## src/chan_defs.vh

```
// Constants for the timer channel control and status block
`ifndef CHAN_DEFS_VH
`define CHAN_DEFS_VH

// Register byte addresses
`define ADDR_CCS 12'h000
`define ADDR_VALUE 12'h004
`define ADDR_GLOBAL 12'h008
`define ADDR_W 12

// channel_control_status fields
`define CCS_FLAG 7
`define CCS_IRQ_EN 6
`define CCS_MSH 5
`define CCS_MSL 4
`define CCS_ELS_HI 3
`define CCS_ELS_LO 2
`define CCS_RESET 8'h00

// Global control field
`define GLB_CPWM 0

// Edge/level select codes
`define ELS_OFF 2'h0
`define ELS_RISE 2'h1
`define ELS_FALL 2'h2
`define ELS_BOTH 2'h3

// Mode select codes with center-align off
`define MS_CAPTURE 2'h0
`define MS_COMPARE 2'h1

`define VALUE_RESET 16'h0000
`define DATA_ZERO 32'h0000_0000

`endif

```

## src/pin_sync.v

```verilog
// Three-stage pin synchroniser with qualified edge pulses
`timescale 1ns/1ps
`default_nettype none
module pin_sync (
	input wire i_clk,
	input wire i_reset,
	input wire i_pin,
	output reg o_rise,
	output reg o_fall
);
	reg s1_r;
	reg s2_r;
	reg s3_r;
	reg level_r;
	// A change counts only once stages two and three agree
	wire agree = (s2_r == s3_r);

	always @(posedge i_clk or posedge i_reset) begin
		if (i_reset) begin
			s1_r <= 1'b0;
			s2_r <= 1'b0;
			s3_r <= 1'b0;
			level_r <= 1'b0;
			o_rise <= 1'b0;
			o_fall <= 1'b0;
		end else begin
			s1_r <= i_pin;
			s2_r <= s1_r;
			s3_r <= s2_r;
			o_rise <= agree && s3_r && !level_r;
			o_fall <= agree && !s3_r && level_r;
			if (agree) begin
				level_r <= s3_r;
			end
		end
	end
endmodule // pin_sync
`default_nettype wire

```

## src/event_flag.v

```verilog
// Sticky event flag with read-then-write-zero clear
`timescale 1ns/1ps
`default_nettype none
module event_flag (
	input wire i_clk,
	input wire i_reset,
	input wire i_event,
	input wire i_read_done,
	input wire i_write_done,
	input wire i_write_bit,
	output reg o_flag
);
	reg armed_r;

	always @(posedge i_clk or posedge i_reset) begin
		if (i_reset) begin
			o_flag <= 1'b0;
			armed_r <= 1'b0;
		end else begin
			if (i_event) begin
				o_flag <= 1'b1;
				armed_r <= 1'b0;
			end else if (i_write_done) begin
				if (armed_r && !i_write_bit) begin
					o_flag <= 1'b0;
				end
				armed_r <= 1'b0;
			end else if (i_read_done && o_flag) begin
				armed_r <= 1'b1;
			end
		end
	end
endmodule // event_flag
`default_nettype wire

```

## src/timer_channel.v

```verilog
// One timer channel: mode control, event flag, pin logic, APB registers
`include "chan_defs.vh"
`timescale 1ns/1ps
`default_nettype none
// Notes on behaviour
// - Capture edge sets the event flag
// - Compare or edge PWM match sets flag
// - Center PWM: every match sets flag
// - Request while flag and enable set
// - Read with flag, then write zero clears
// - New event restarts the clear sequence
// - Writing one is ignored; reset clears
// - Bit six is the interrupt enable
// - Mode high set means edge PWM
// - Mode low picks capture or compare
// - Edge/level zero releases the pin
// - Capture edge: rise, fall or both
// - Compare pin: none, toggle, low, high
// - Edge PWM polarity from edge/level
// - Center-align forces center PWM
// - Center-align bit drives up/down counting
module timer_channel #(
	parameter VALUE_W = 16
) (
	input wire i_clk,
	input wire i_reset,
	input wire i_psel,
	input wire i_penable,
	input wire i_pwrite,
	input wire [31:0] i_paddr,
	input wire [31:0] i_pwdata,
	output reg [31:0] o_prdata,
	output reg o_pready,
	output reg o_pslverr,
	input wire [VALUE_W-1:0] i_counter,
	input wire i_count_tick,
	input wire i_count_down,
	input wire i_period_start,
	input wire i_pin,
	output reg o_pin_out,
	output reg o_pin_oe,
	output reg o_irq,
	output reg o_capture,
	output reg o_center_align
);
	reg irq_en_r;
	reg ms_high_r;
	reg ms_low_r;
	reg [1:0] els_r;
	reg [VALUE_W-1:0] value_r;
	reg pin_level_r;
	reg pin_level_nxt;
	reg pin_oe_nxt;
	wire flag;
	wire rise;
	wire fall;
	reg mode_cpwm;
	reg mode_epwm;
	reg mode_cap;
	reg mode_cmp;

	// Bus word and control byte widths
	localparam DATA_W = 32;
	localparam CCS_W = 8;

	// Register decode shared by the three slots
	function addr_is;
		input [`ADDR_W-1:0] a;
		input [`ADDR_W-1:0] slot;
		begin
			addr_is = (a == slot);
		end
	endfunction

	// Read word of a slot; unused upper bits read zero
	function [DATA_W-1:0] read_word;
		input sel_ccs;
		input sel_value;
		input sel_global;
		input [CCS_W-1:0] ccs;
		input [VALUE_W-1:0] value;
		input center;
		begin
			read_word = {DATA_W{1'b0}};
			if (sel_ccs) begin
				read_word[CCS_W-1:0] = ccs;
			end else if (sel_value) begin
				read_word[VALUE_W-1:0] = value;
			end else if (sel_global) begin
				read_word[`GLB_CPWM] = center;
			end
		end
	endfunction

	// APB: one wait state, answer registered
	// Registering pready costs a cycle but keeps
	// the decode off the bus return path.
	wire access = i_psel && i_penable;
	wire done = access && o_pready;
	// Upper address bits are ignored, so the slots alias
	wire [`ADDR_W-1:0] addr = i_paddr[`ADDR_W-1:0];
	wire hit_ccs = addr_is(addr, `ADDR_CCS);
	wire hit_value = addr_is(addr, `ADDR_VALUE);
	wire hit_global = addr_is(addr, `ADDR_GLOBAL);
	wire mapped = hit_ccs || hit_value || hit_global;
	wire wr_ccs = done && i_pwrite && hit_ccs;
	wire wr_value = done && i_pwrite && hit_value;
	wire wr_global = done && i_pwrite && hit_global;
	wire rd_ccs = done && !i_pwrite && hit_ccs;

	wire [7:0] ccs_read = {flag, irq_en_r, ms_high_r, ms_low_r, els_r,
		2'h0};

	// Exactly one mode flag is high at any time
	always @* begin
		mode_cpwm = 1'b0;
		mode_epwm = 1'b0;
		mode_cap = 1'b0;
		mode_cmp = 1'b0;
		if (o_center_align) begin
			mode_cpwm = 1'b1;
		// Mode high wins over mode low
		end else if (ms_high_r) begin
			mode_epwm = 1'b1;
		end else begin
			case ({ms_high_r, ms_low_r})
			`MS_CAPTURE: begin
				mode_cap = 1'b1;
			end
			`MS_COMPARE: begin
				mode_cmp = 1'b1;
			end
			default: begin
				mode_cap = 1'b0;
			end
			endcase
		end
	end
	// Pin released when select is zero
	wire pin_off = (els_r == `ELS_OFF);
	// Low-true PWM when low select bit set
	wire low_true = els_r[0];

	wire match = i_count_tick && (i_counter == value_r);
	wire cap_edge = mode_cap && !pin_off &&
		((rise && els_r[0]) || (fall && els_r[1]));
	wire chan_event = cap_edge || ((mode_cmp || mode_epwm || mode_cpwm)
		&& match);

	pin_sync u_sync (
		.i_clk(i_clk),
		.i_reset(i_reset),
		.i_pin(i_pin),
		.o_rise(rise),
		.o_fall(fall)
	);

	event_flag u_flag (
		.i_clk(i_clk),
		.i_reset(i_reset),
		.i_event(chan_event),
		.i_read_done(rd_ccs),
		.i_write_done(wr_ccs),
		.i_write_bit(i_pwdata[`CCS_FLAG]),
		.o_flag(flag)
	);

	always @(posedge i_clk or posedge i_reset) begin
		if (i_reset) begin
			o_pready <= 1'b0;
			o_pslverr <= 1'b0;
			o_prdata <= `DATA_ZERO;
		end else begin
			o_pready <= access && !o_pready;
			if (access && !o_pready) begin
				o_pslverr <= !mapped;
				// Writes and holes return zero, never stale data
				if (i_pwrite || !mapped) begin
					o_prdata <= `DATA_ZERO;
				end else begin
					o_prdata <= read_word(hit_ccs, hit_value,
						hit_global, ccs_read, value_r,
						o_center_align);
				end
			end else begin
				o_pslverr <= 1'b0;
			end
		end
	end

	// Control bits; the flag lives in event_flag
	always @(posedge i_clk or posedge i_reset) begin
		if (i_reset) begin
			irq_en_r <= 1'b0;
			ms_high_r <= 1'b0;
			ms_low_r <= 1'b0;
			els_r <= `ELS_OFF;
			o_center_align <= 1'b0;
		end else begin
			if (wr_ccs) begin
				irq_en_r <= i_pwdata[`CCS_IRQ_EN];
				ms_high_r <= i_pwdata[`CCS_MSH];
				ms_low_r <= i_pwdata[`CCS_MSL];
				els_r <= i_pwdata[`CCS_ELS_HI:`CCS_ELS_LO];
			end
			if (wr_global) begin
				o_center_align <= i_pwdata[`GLB_CPWM];
			end
		end
	end

	// Capture takes priority over a software write in the same cycle
	always @(posedge i_clk or posedge i_reset) begin
		if (i_reset) begin
			value_r <= `VALUE_RESET;
			o_capture <= 1'b0;
		end else begin
			o_capture <= cap_edge;
			if (cap_edge) begin
				value_r <= i_counter;
			end else if (wr_value) begin
				value_r <= i_pwdata[VALUE_W-1:0];
			end
		end
	end

	// Pin action per mode
	// A match on the period-start tick wins in edge PWM,
	// which gives a clean zero duty cycle.
	// Level is held, not reset, when the pin is released,
	// so re-enabling resumes from the last driven value.
	always @* begin
		pin_level_nxt = pin_level_r;
		pin_oe_nxt = !pin_off && !mode_cap;
		if (pin_off || mode_cap) begin
			pin_level_nxt = pin_level_r;
		end else if (mode_cmp) begin
			if (match) begin
				case (els_r)
				`ELS_RISE: begin
					pin_level_nxt = !pin_level_r;
				end
				`ELS_FALL: begin
					pin_level_nxt = 1'b0;
				end
				`ELS_BOTH: begin
					pin_level_nxt = 1'b1;
				end
				default: begin
					pin_level_nxt = pin_level_r;
				end
				endcase
			end
		end else if (mode_epwm) begin
			if (match) begin
				pin_level_nxt = low_true;
			end else if (i_period_start) begin
				pin_level_nxt = !low_true;
			end
		end else if (match) begin
			// Up match ends, down match starts
			pin_level_nxt = i_count_down ? !low_true : low_true;
		end
	end

	always @(posedge i_clk or posedge i_reset) begin
		if (i_reset) begin
			pin_level_r <= 1'b0;
			o_pin_out <= 1'b0;
			o_pin_oe <= 1'b0;
			o_irq <= 1'b0;
		end else begin
			pin_level_r <= pin_level_nxt;
			o_pin_out <= pin_level_nxt;
			o_pin_oe <= pin_oe_nxt;
			o_irq <= flag && irq_en_r;
		end
	end
endmodule // timer_channel
`default_nettype wire

```

## config.mk

```make
export PLATFORM = sky130hd
export DESIGN_NAME = timer_channel
export DESIGN_NICKNAME = d
export VERILOG_FILES = /design/src/pin_sync.v /design/src/event_flag.v /design/src/timer_channel.v
export VERILOG_INCLUDE_DIRS = /design/src
export SDC_FILE = /design/constraint.sdc
export NUM_CORES = 1
export LEC_CHECK = 0
export BUFFER_PORTS_ARGS = -buffer_cell sky130_fd_sc_hd__clkbuf_2
export CAP_MARGIN = 20
export CORE_MARGIN = 3
export CORE_UTILIZATION = 35
export DETAILED_ROUTE_END_ITERATION = 8
export GPL_TIMING_DRIVEN = 0
export MAX_ROUTING_LAYER = met4
export SLEW_MARGIN = 20
export SYNTH_ARGS = -nofsm -noshare
export SYNTH_HDL_FRONTEND = slang
export SYNTH_HIERARCHICAL = 1
export SYNTH_SLANG_ARGS = --single-unit
```

## constraint.sdc

```tcl
create_clock -name i_clk -period 3.2 [get_ports i_clk]
set_input_delay 0.16 -clock i_clk [delete_from_list [all_inputs] [get_ports i_clk]]
set_output_delay 0.16 -clock i_clk [all_outputs]
set_load 0.03 [all_outputs]
```

## Word-level counts from Yosys, hierarchy flattened

Cells that the tools add are included.

- Equal/unequal tests: 10
- Mux-type cells: 32
- Bitwise gates (word level): 1
- Reductions and logical operators: 52

Operator list:

| cell | number |
|---|---|
| 16-bit two-way mux | 3 |
| 1-bit two-way mux | 25 |
| 1-bit logical AND | 23 |
| 16-bit equality test | 1 |
| 8-bit two-way mux | 2 |
| 15-bit two-way mux | 1 |
| 12-bit by 3-bit equality test with 1-bit output (second input constant) | 1 |
| 12-bit by 4-bit equality test with 1-bit output (second input constant) | 1 |
| 12-bit logical NOT | 1 |
| 1-bit logical NOT | 10 |
| 2-bit nonzero test | 5 |
| 1-bit logical OR | 8 |
| 5-bit AND reduction | 1 |
| 2-bit by 1-bit equality test with 1-bit output (second input constant) | 2 |
| 2-bit equality test (second input constant) | 2 |
| 2-bit logical NOT | 2 |
| 4-bit by 1-bit inequality test with 1-bit output (second input constant) | 1 |
| 1-bit case mux with 3 select lines | 1 |
| 3-bit nonzero test | 1 |
| 2-bit by 1-bit inequality test with 1-bit output (second input constant) | 1 |
| 2-bit AND reduction | 1 |
| 1-bit equality test | 1 |
| 1-bit inverter | 1 |

- Register bits: 68
- Word-level logic and storage cells: 116

## Depth between registers and ports, before layout

Gate-level depths: netlist (run 1).

- Word-level depth: 10
- Mapped depth: 7
- Gate-level depth less buffers: 6

## Cells and area by module

Netlist (run 1), hierarchy kept.

Modules (own cells, without submodules):

| module | times used | cells an instance | area an instance (µm²) | seq. area each (µm²) |
|---|---|---|---|---|
| timer_channel | 1 | 241 | 2313.5 | 1101.1 |
| pin_sync | 1 | 14 | 214.0 | 150.1 |
| event_flag | 1 | 7 | 78.8 | 50.0 |

## Worst setup path before layout (run 1)

Ideal clock, no wire load.

- Path type: register -> register
- Start point: register o_pready
- End point: register els_r[0]
- Arrival time: 1.755 ns
- Path slack: 1.320 ns
- Stages on the path, launching flop included: 6
- Path buffers: 0
- Period minus slack after synthesis: 1.880 ns
- Cells stage by stage: dfrtp_1 > and3_1 > nand4_1 > or2_4 > nor3b_4 > mux2_2

- Word-level cells in the longest chain between the ends: 3

RTL lines:

| what | RTL line | source |
|---|---|---|
| start, declared | timer_channel.v:33 | `output reg o_pready,` |
| start signal, assigned | timer_channel.v:174 | `o_pready <= access && !o_pready;` |
| 1-bit logical AND | timer_channel.v:99 | `wire done = access && o_pready;` |
| 1-bit logical AND (2 in a row) | timer_channel.v:106 | `wire wr_ccs = done && i_pwrite && hit_ccs;` |
| end signal, assigned | timer_channel.v:197 | `` els_r <= `ELS_OFF; `` |
| end signal, assigned | timer_channel.v:204 | `` els_r <= i_pwdata[`CCS_ELS_HI:`CCS_ELS_LO]; `` |
| end, declared | timer_channel.v:49 | `reg [1:0] els_r;` |

Every way passes these cells.
A chain may end at the register's enable or synchronous reset.

## Final worst setup path (run 1)

- Start point: register o_center_align
- End point: register u_flag.armed_r

- Word-level cells in the longest chain between the ends: 6

RTL lines:

| what | RTL line | source |
|---|---|---|
| start, declared | timer_channel.v:44 | `output reg o_center_align` |
| start signal, assigned | timer_channel.v:207 | `` o_center_align <= i_pwdata[`GLB_CPWM]; `` |
| 1-bit two-way mux | timer_channel.v:120 | `if (o_center_align) begin` |
| 1-bit logical OR (2 in a row) | timer_channel.v:147 | `wire chan_event = cap_edge \|\| ((mode_cmp \|\| mode_epwm \|\| mode_cpwm)` |
| 1-bit logical AND | timer_channel.v:148 | `&& match);` |
| 1-bit logical OR (*) | timer_channel.v:147 |  |
| named net chan_event | timer_channel.v:147 |  |
| 3-bit nonzero test (no source line) or 1-bit two-way mux (tied branches) | -- |  |
| end signal, assigned | event_flag.v:22 | `armed_r <= 1'b0;` |
| end signal, assigned | event_flag.v:27 | `armed_r <= 1'b0;` |
| end signal, assigned | event_flag.v:29 | `armed_r <= 1'b1;` |
| end, declared | event_flag.v:13 | `reg armed_r;` |

The timed path passes the listed nets; every way through them passes the cells marked *.

==> results of run 1 <==
worst paths after layout:
kind	startpoint	to	depth (start not counted)
worst max-delay path	o_center_align	u_flag/armed_r	6
worst min-delay path	i_pwdata[8]	value_r[8]	3
worst max register to register	o_center_align	u_flag/armed_r	6
worst min register to register	u_sync/s1_r	u_sync/s2_r	0
max in group asynchronous	i_reset	irq_en_r	4
min in group asynchronous	i_reset	u_flag/o_flag	3
through the flow:
| stage | util | hold slack (ps) | power [mW] | cell area (µm²) |
|---|---|---|---|---|
| global placement | 0.449 | 38.4 | 0.825 | 3150 |
| CTS | 0.471 | 69.7 | 1.29 | 3300 |
| floorplan | - | -98.8 | 0.770 | 2660 |
| global route | 0.471 | 69.2 | 1.32 | 3300 |
| finish | 0.471 | 68.9 | 1.27 | 3300 |
| detailed placement | 0.452 | 54.5 | 0.830 | 3170 |
cell families after synthesis:
| family | Yosys count |
|---|---|
| AND/OR/NAND/NOR | 94 |
| flip-flops | 52 |
| AO/OA/AOI/OAI | 48 |
| buffers and inverters | 34 |
| XOR/XNOR | 16 |
| multiplexers | 15 |
| adder cells (fa/ha/maj) | 2 |
| other | 1 |
report_power, final:
group          internal [mW]  total, mW  switching [mW]
clock network          0.232      0.455           0.223
registers              0.665      0.670         0.00527
logic                 0.0616      0.147          0.0857
total                  0.958       1.27           0.314
what timing repair did:
item,CTS,global route
buffers inserted,0,0
resized for setup,0,0
hold buffers,2,0
hold endpoints to repair,26,0
cell usage after synthesis (all sizes together) (2+ instances only):
library cell and number:
nand4 2, nand2b 2, nor3b 2, a31oi 14, nand2 39, o21ai 10
mux2 7, xor2 8, clkbuf 5, ha 2, and2 2, a22o 11
nor2 24, nand3 2, a21oi 7, nor2b 3, xnor2 8, nand3b 3
buf 20, inv 9, nor4 4, or2 2, mux2i 8, dfrtp 52
nor3 4
critical path, stage by stage, from the launching register on:
cell	delay, ps
dfrtp_1	520
nor3_1	140
nand2_1	170
clkbuf_1	450
clkbuf_1	410
o21ai_0	220
nor3_1	230
cell type report:
class,instances,area share
Clock buffer,5,0.0208
Inverter,9,0.0102
Clock inverter,3,0.0129
Tap cell,96,0.0363
Sequential cell,52,0.394
Buffer,25,0.0496
Multi-Input combinational cell,191,0.352
Timing Repair Buffer,77,0.124
per-layer routing:
metal  vias to the layer above  part of all wire  GRT usage  wire length (µm)
li1                       1073                 -          -                 -
met1                      1007              0.47      0.217              3110
met2                        76              0.45      0.247              2960
met3                         9             0.066     0.0357               433
met4                         0             0.012     0.0433                82
met5                         -                 0          -                 0
==> impl_metrics.csv, run 1 <==
group,metric,value,unit
status,status,"finished clean",
final_layout,antenna_cells,0,
synthesis,synth_area_leaders,"dfrtp_1 (50%), nand2_1 (5.6%), buf_4 (4.6%)",
timing,maxSlewHeadroom,0.630,
synthesis,synth_top_cell_area_share,0.499,
global_routing,grt_pass1_vias,2075,
drt,dr.pass1.iters,5,
timing,rsz0062_at_grt,"false",
final_layout,mostFrequentLayoutCells,"clkbuf_2 (74), dfrtp_1 (52), nand2_1 (39)",
floorplan,rows,30,
synthesis,ys_ff_latch,52,
drt,drc_errors,0,
final_layout,syn_to_final_growth,26.8,%
floorplan,start_util,0.371,
clocking,cts_tree,"yes",
global_routing,grt_use_total,0.161,
clocking,cts_made_buffers,5,
synthesis,yosys-mux-area-fraction,0.0624,
timing,tns,0,ps
final_layout,drive_gt1_frac,0.315,
final_layout,seqCellArea,1300,µm²
clocking,clk_path_buf_depth,2,
critical_path,crit_type,"reg2reg",
synthesis,syn_area_per_cell,9.95,µm²
critical_path,path_max_fanout,10,
floorplan,io_pins,128,
timing,fmax,450,MHz
drt,wl_per_cell,14.4,µm
final_layout,multi_input_area,1160,µm²
timing,period_share,0.694,
place,hpwlAfterDp,5.21,mm
synthesis,synth_top_family_by_area,"simple AND/OR/NAND/NOR gates",
place,numPortBuffers,74,
timing,hold_viol_final,0,
synthesis,synthXorXnorAreaFrac,0.0538,
place,dp_cells,448,
drt,drt-total-wl,6.59,mm
pwr,ir_worst_vdd,0.000226,V
critical_path,worst_ep_arrival_time,2450,ps
final_layout,fillCellCount,708,
global_routing,grt_overflow_total,0,
floorplan,core,7020,µm²
critical_path,worstSetupStartpointType,"flop",
pwr,p_leak,1.70,nW
critical_path,ff2ff_setup_slack,980,ps
floorplan,die_height,92.3,µm
drt,dr_total_vias,2165,
synthesis,synthSimpleGateAreaFrac,0.173,
drt,ant_nets,0,
synthesis,ys_seq_area_frac,0.499,
synthesis,yosys.area.top_type,"dfrtp_1",
clocking,h-tree-depth,2,
final_layout,final_common_cell,"clkbuf_2",
final_layout,layoutNonFillerInstCount,458,
run,cap_violations,0,
timing,fin_crit,2220,ps
synthesis,syn_area,2610,µm²
clocking,insertion_delay,320,ps
global_routing,grt_max_degree,28,
pwr,pwr_density_cell,385,nW/µm²
timing,setup_slack,980,ps
place,gp_congestion,0.778,
synthesis,ys_types,44,
synthesis,synthAdderAreaFrac,0.00960,
synthesis,synth_edf_count,0,
final_layout,largest_registers,"o_prdata (16), value_r (16), els_r (2)",
timing,slew_viol_final,0,
critical_path,critPathRequiredTime,3430,ps
floorplan,die-area,8520,µm²
synthesis,synth_cells,262,
clocking,clk_pin_slew,100,ps
critical_path,cp-end-kind,"flop",
floorplan,die_x,92.3,µm
drt,via_per_inst,4.73,
timing,setup_viol,0,
synthesis,synthFlopType,"dfrtp_1",
synthesis,synth-compound-area-share,0.125,
drt,drt-initial-drc-count,120,
synthesis,async_reset_ff_frac,1.00,
timing,worst_pin_slew,555,ps
global_routing,grt_pass1_wl,10.3,mm
clocking,root_buffer,"clkbuf_8",
synthesis,synth_warnings,6,
timing,fin_skew,14.1,ps
clocking,cts.sinks,52,
final_layout,nets,452,
global_routing,antenna_found_initial,0,
hold_path,hp-class,"in2reg",
place,place_ws,959,ps
No activity file was read; power rests on OpenSTA's default activity.
==> run 2, diff against run 1 <==
- PLACE_DENSITY: default -> 0.66
- clock period: 3.2 -> 2 ns (I/O delays scaled with it)
==> impl_metrics.csv, run 2 (synthesized netlist as in run 1, its figures left out) <==
group,metric,value,unit
status,status,"finished clean",
drt,via_per_inst,4.76,
final_layout,syn_to_final_growth,26.5,%
clocking,insertion_delay,310,ps
critical_path,critPathRequiredTime,2200,ps
place,dp_cells,448,
drt,dr_wl_met3,361,µm
final_layout,nets,450,
place,place_ws,-201,ps
drt,met2_length,3.12,mm
final_layout,drive_gt1_frac,0.322,
floorplan,core,7020,µm²
global_routing,grt_pass1_vias,2118,
drt,dr.pass1.iters,4,
final_layout,antenna_cells,0,
floorplan,io_pins,128,
floorplan,die_x,92.3,µm
place,hpwlAfterDp,5.20,mm
final_layout,final_common_cell,"clkbuf_2",
final_layout,utilization,0.470,
place,numPortBuffers,74,
clocking,clk_path_buf_depth,2,
global_routing,grt_max_degree,24,
timing,rsz0062_at_grt,"false",
critical_path,crit_path_cell_trace,"and3_1 > nand4_1 > or2_4 > nor3b_4 > mux2_2",
floorplan,die_height,92.3,µm
critical_path,max_stage_delay,380,ps
clocking,cts.sinks,52,
timing,fin_skew,9.83,ps
floorplan,die-area,8520,µm²
place,gp_congestion,0.769,
timing,period_share,0.934,
critical_path,path_max_fanout,5,
timing,setup_slack,131,ps
pwr,pwr_density_cell,592,nW/µm²
clocking,cts_setup_buffers,0,
critical_path,path_buf_inv,0,
global_routing,grt_use_total,0.160,
drt,ant_nets,0,
global_routing,grt_overflow_total,0,
final_layout,largest_registers,"o_prdata (16), value_r (16), els_r (2)",
clocking,cts_tree,"yes",
drt,drc_errors,0,
timing,holdWs,10.6,ps
critical_path,cp-end-kind,"flop",
timing,worst_pin_slew,525,ps
timing,fin_crit,1870,ps
drt,drt-initial-drc-count,55,
critical_path,worst_ep_arrival_time,2070,ps
clocking,root_buffer,"clkbuf_8",
pwr,ir_worst_vdd,0.000279,V
timing,setup_viol,0,
pwr,p_leak,1.70,nW
clocking,cts_made_buffers,5,
global_routing,antenna_found_initial,0,
drt,topRoutingLayerUsed,"met4",
final_layout,layoutNonFillerInstCount,456,
drt,drt-total-wl,6.46,mm
timing,hold_viol_final,0,
timing,fmax,535,MHz
global_routing,grt_pass1_wl,10.3,mm
final_layout,mostFrequentLayoutCells,"clkbuf_2 (75), dfrtp_1 (52), nand2_1 (39)",
drt,m1WireLength,2.90,mm
timing,maxSlewHeadroom,0.650,
run,cap_violations,0,
timing,slew_viol_final,0,
clocking,clk_pin_slew,100,ps
critical_path,cp_slowest_cell,"mux2_2",
critical_path,crit_family,"simple AND/OR/NAND/NOR gates",
clocking,h-tree-depth,2,
floorplan,start_util,0.371,
hold_path,hp-class,"in2reg",
critical_path,crit_type,"reg2reg",
floorplan,rows,30,
drt,wl_per_cell,14.2,µm
critical_path,worstSetupStartpointType,"flop",
drt,dr_total_vias,2171,
## run 2: cell types whose count changed in the layout (fill, tap and decap cells not counted), sizes merged
cell / before / now
clkinvlp: 1 / 0
bufinv: 1 / 0
inv: 9 / 10
buf: 21 / 20
## run 2: worst reg2reg max path, stage by stage, from the launching register on
cell	delay [ps]
dfrtp_1	370
and3_1	150
nand4_1	190
or2_4	320
nor3b_4	350
mux2_2	380
## run 2: layout make-up
class | count | area (µm²)
timing repair buffer | 77 | 418
multi-input combinational | 191 | 1170
tap | 96 | 120
fill | 701 | 3720
clock inverter | 2 | 13.8
clock buffer | 6 | 82.6
sequential | 52 | 1300
buffer | 23 | 158
inverter | 9 | 33.8
## run 2: power by group
group,leakage (nW),internal (mW),switching (mW)
Combinational,0.951,0.100,0.137
Sequential,0.700,1.06,0.00878
Clock,0.0516,0.284,0.356
## run 2: path summary, 6_finish.rpt
path,start,endpoint,slack (ps),cells after the start
min in group asynchronous,i_reset,u_flag/o_flag,210,3
worst max-delay path,o_pready,ms_low_r,130,5
worst min-delay path,i_pwdata[9],value_r[9],10,3
worst max register to register,o_pready,ms_low_r,130,5
worst min register to register,u_sync/s1_r,u_sync/s2_r,370,0
max in group asynchronous,i_reset,value_r[13],1110,4
## run 2: metal layers
layer | vias up | global-route usage
met5 | - | -
met4 | 0 | 0.0545
met3 | 8 | 0.0268
met2 | 67 | 0.257
met1 | 1026 | 0.206
li1 | 1070 | -
## run 2: metrics by stage
| step | total power [mW] | setup TNS (ps) | cell area [µm²] |
|---|---|---|---|
| floorplan | 1.23 | 0 | 2660 |
| global placement | 1.32 | -369 | 3150 |
| detailed placement | 1.33 | -413 | 3180 |
| CTS | 1.97 | 0 | 3290 |
| global route | 2.03 | 0 | 3300 |
| finish | 1.95 | 0 | 3300 |
## run 2: repair_timing
item / in CTS / in global routing
hold buffers: 2 / 0
pin swaps: 0 / 1
hold endpoints to repair: 30 / 0
resized for setup: 1 / 2
setup endpoints to repair: 9 / 18
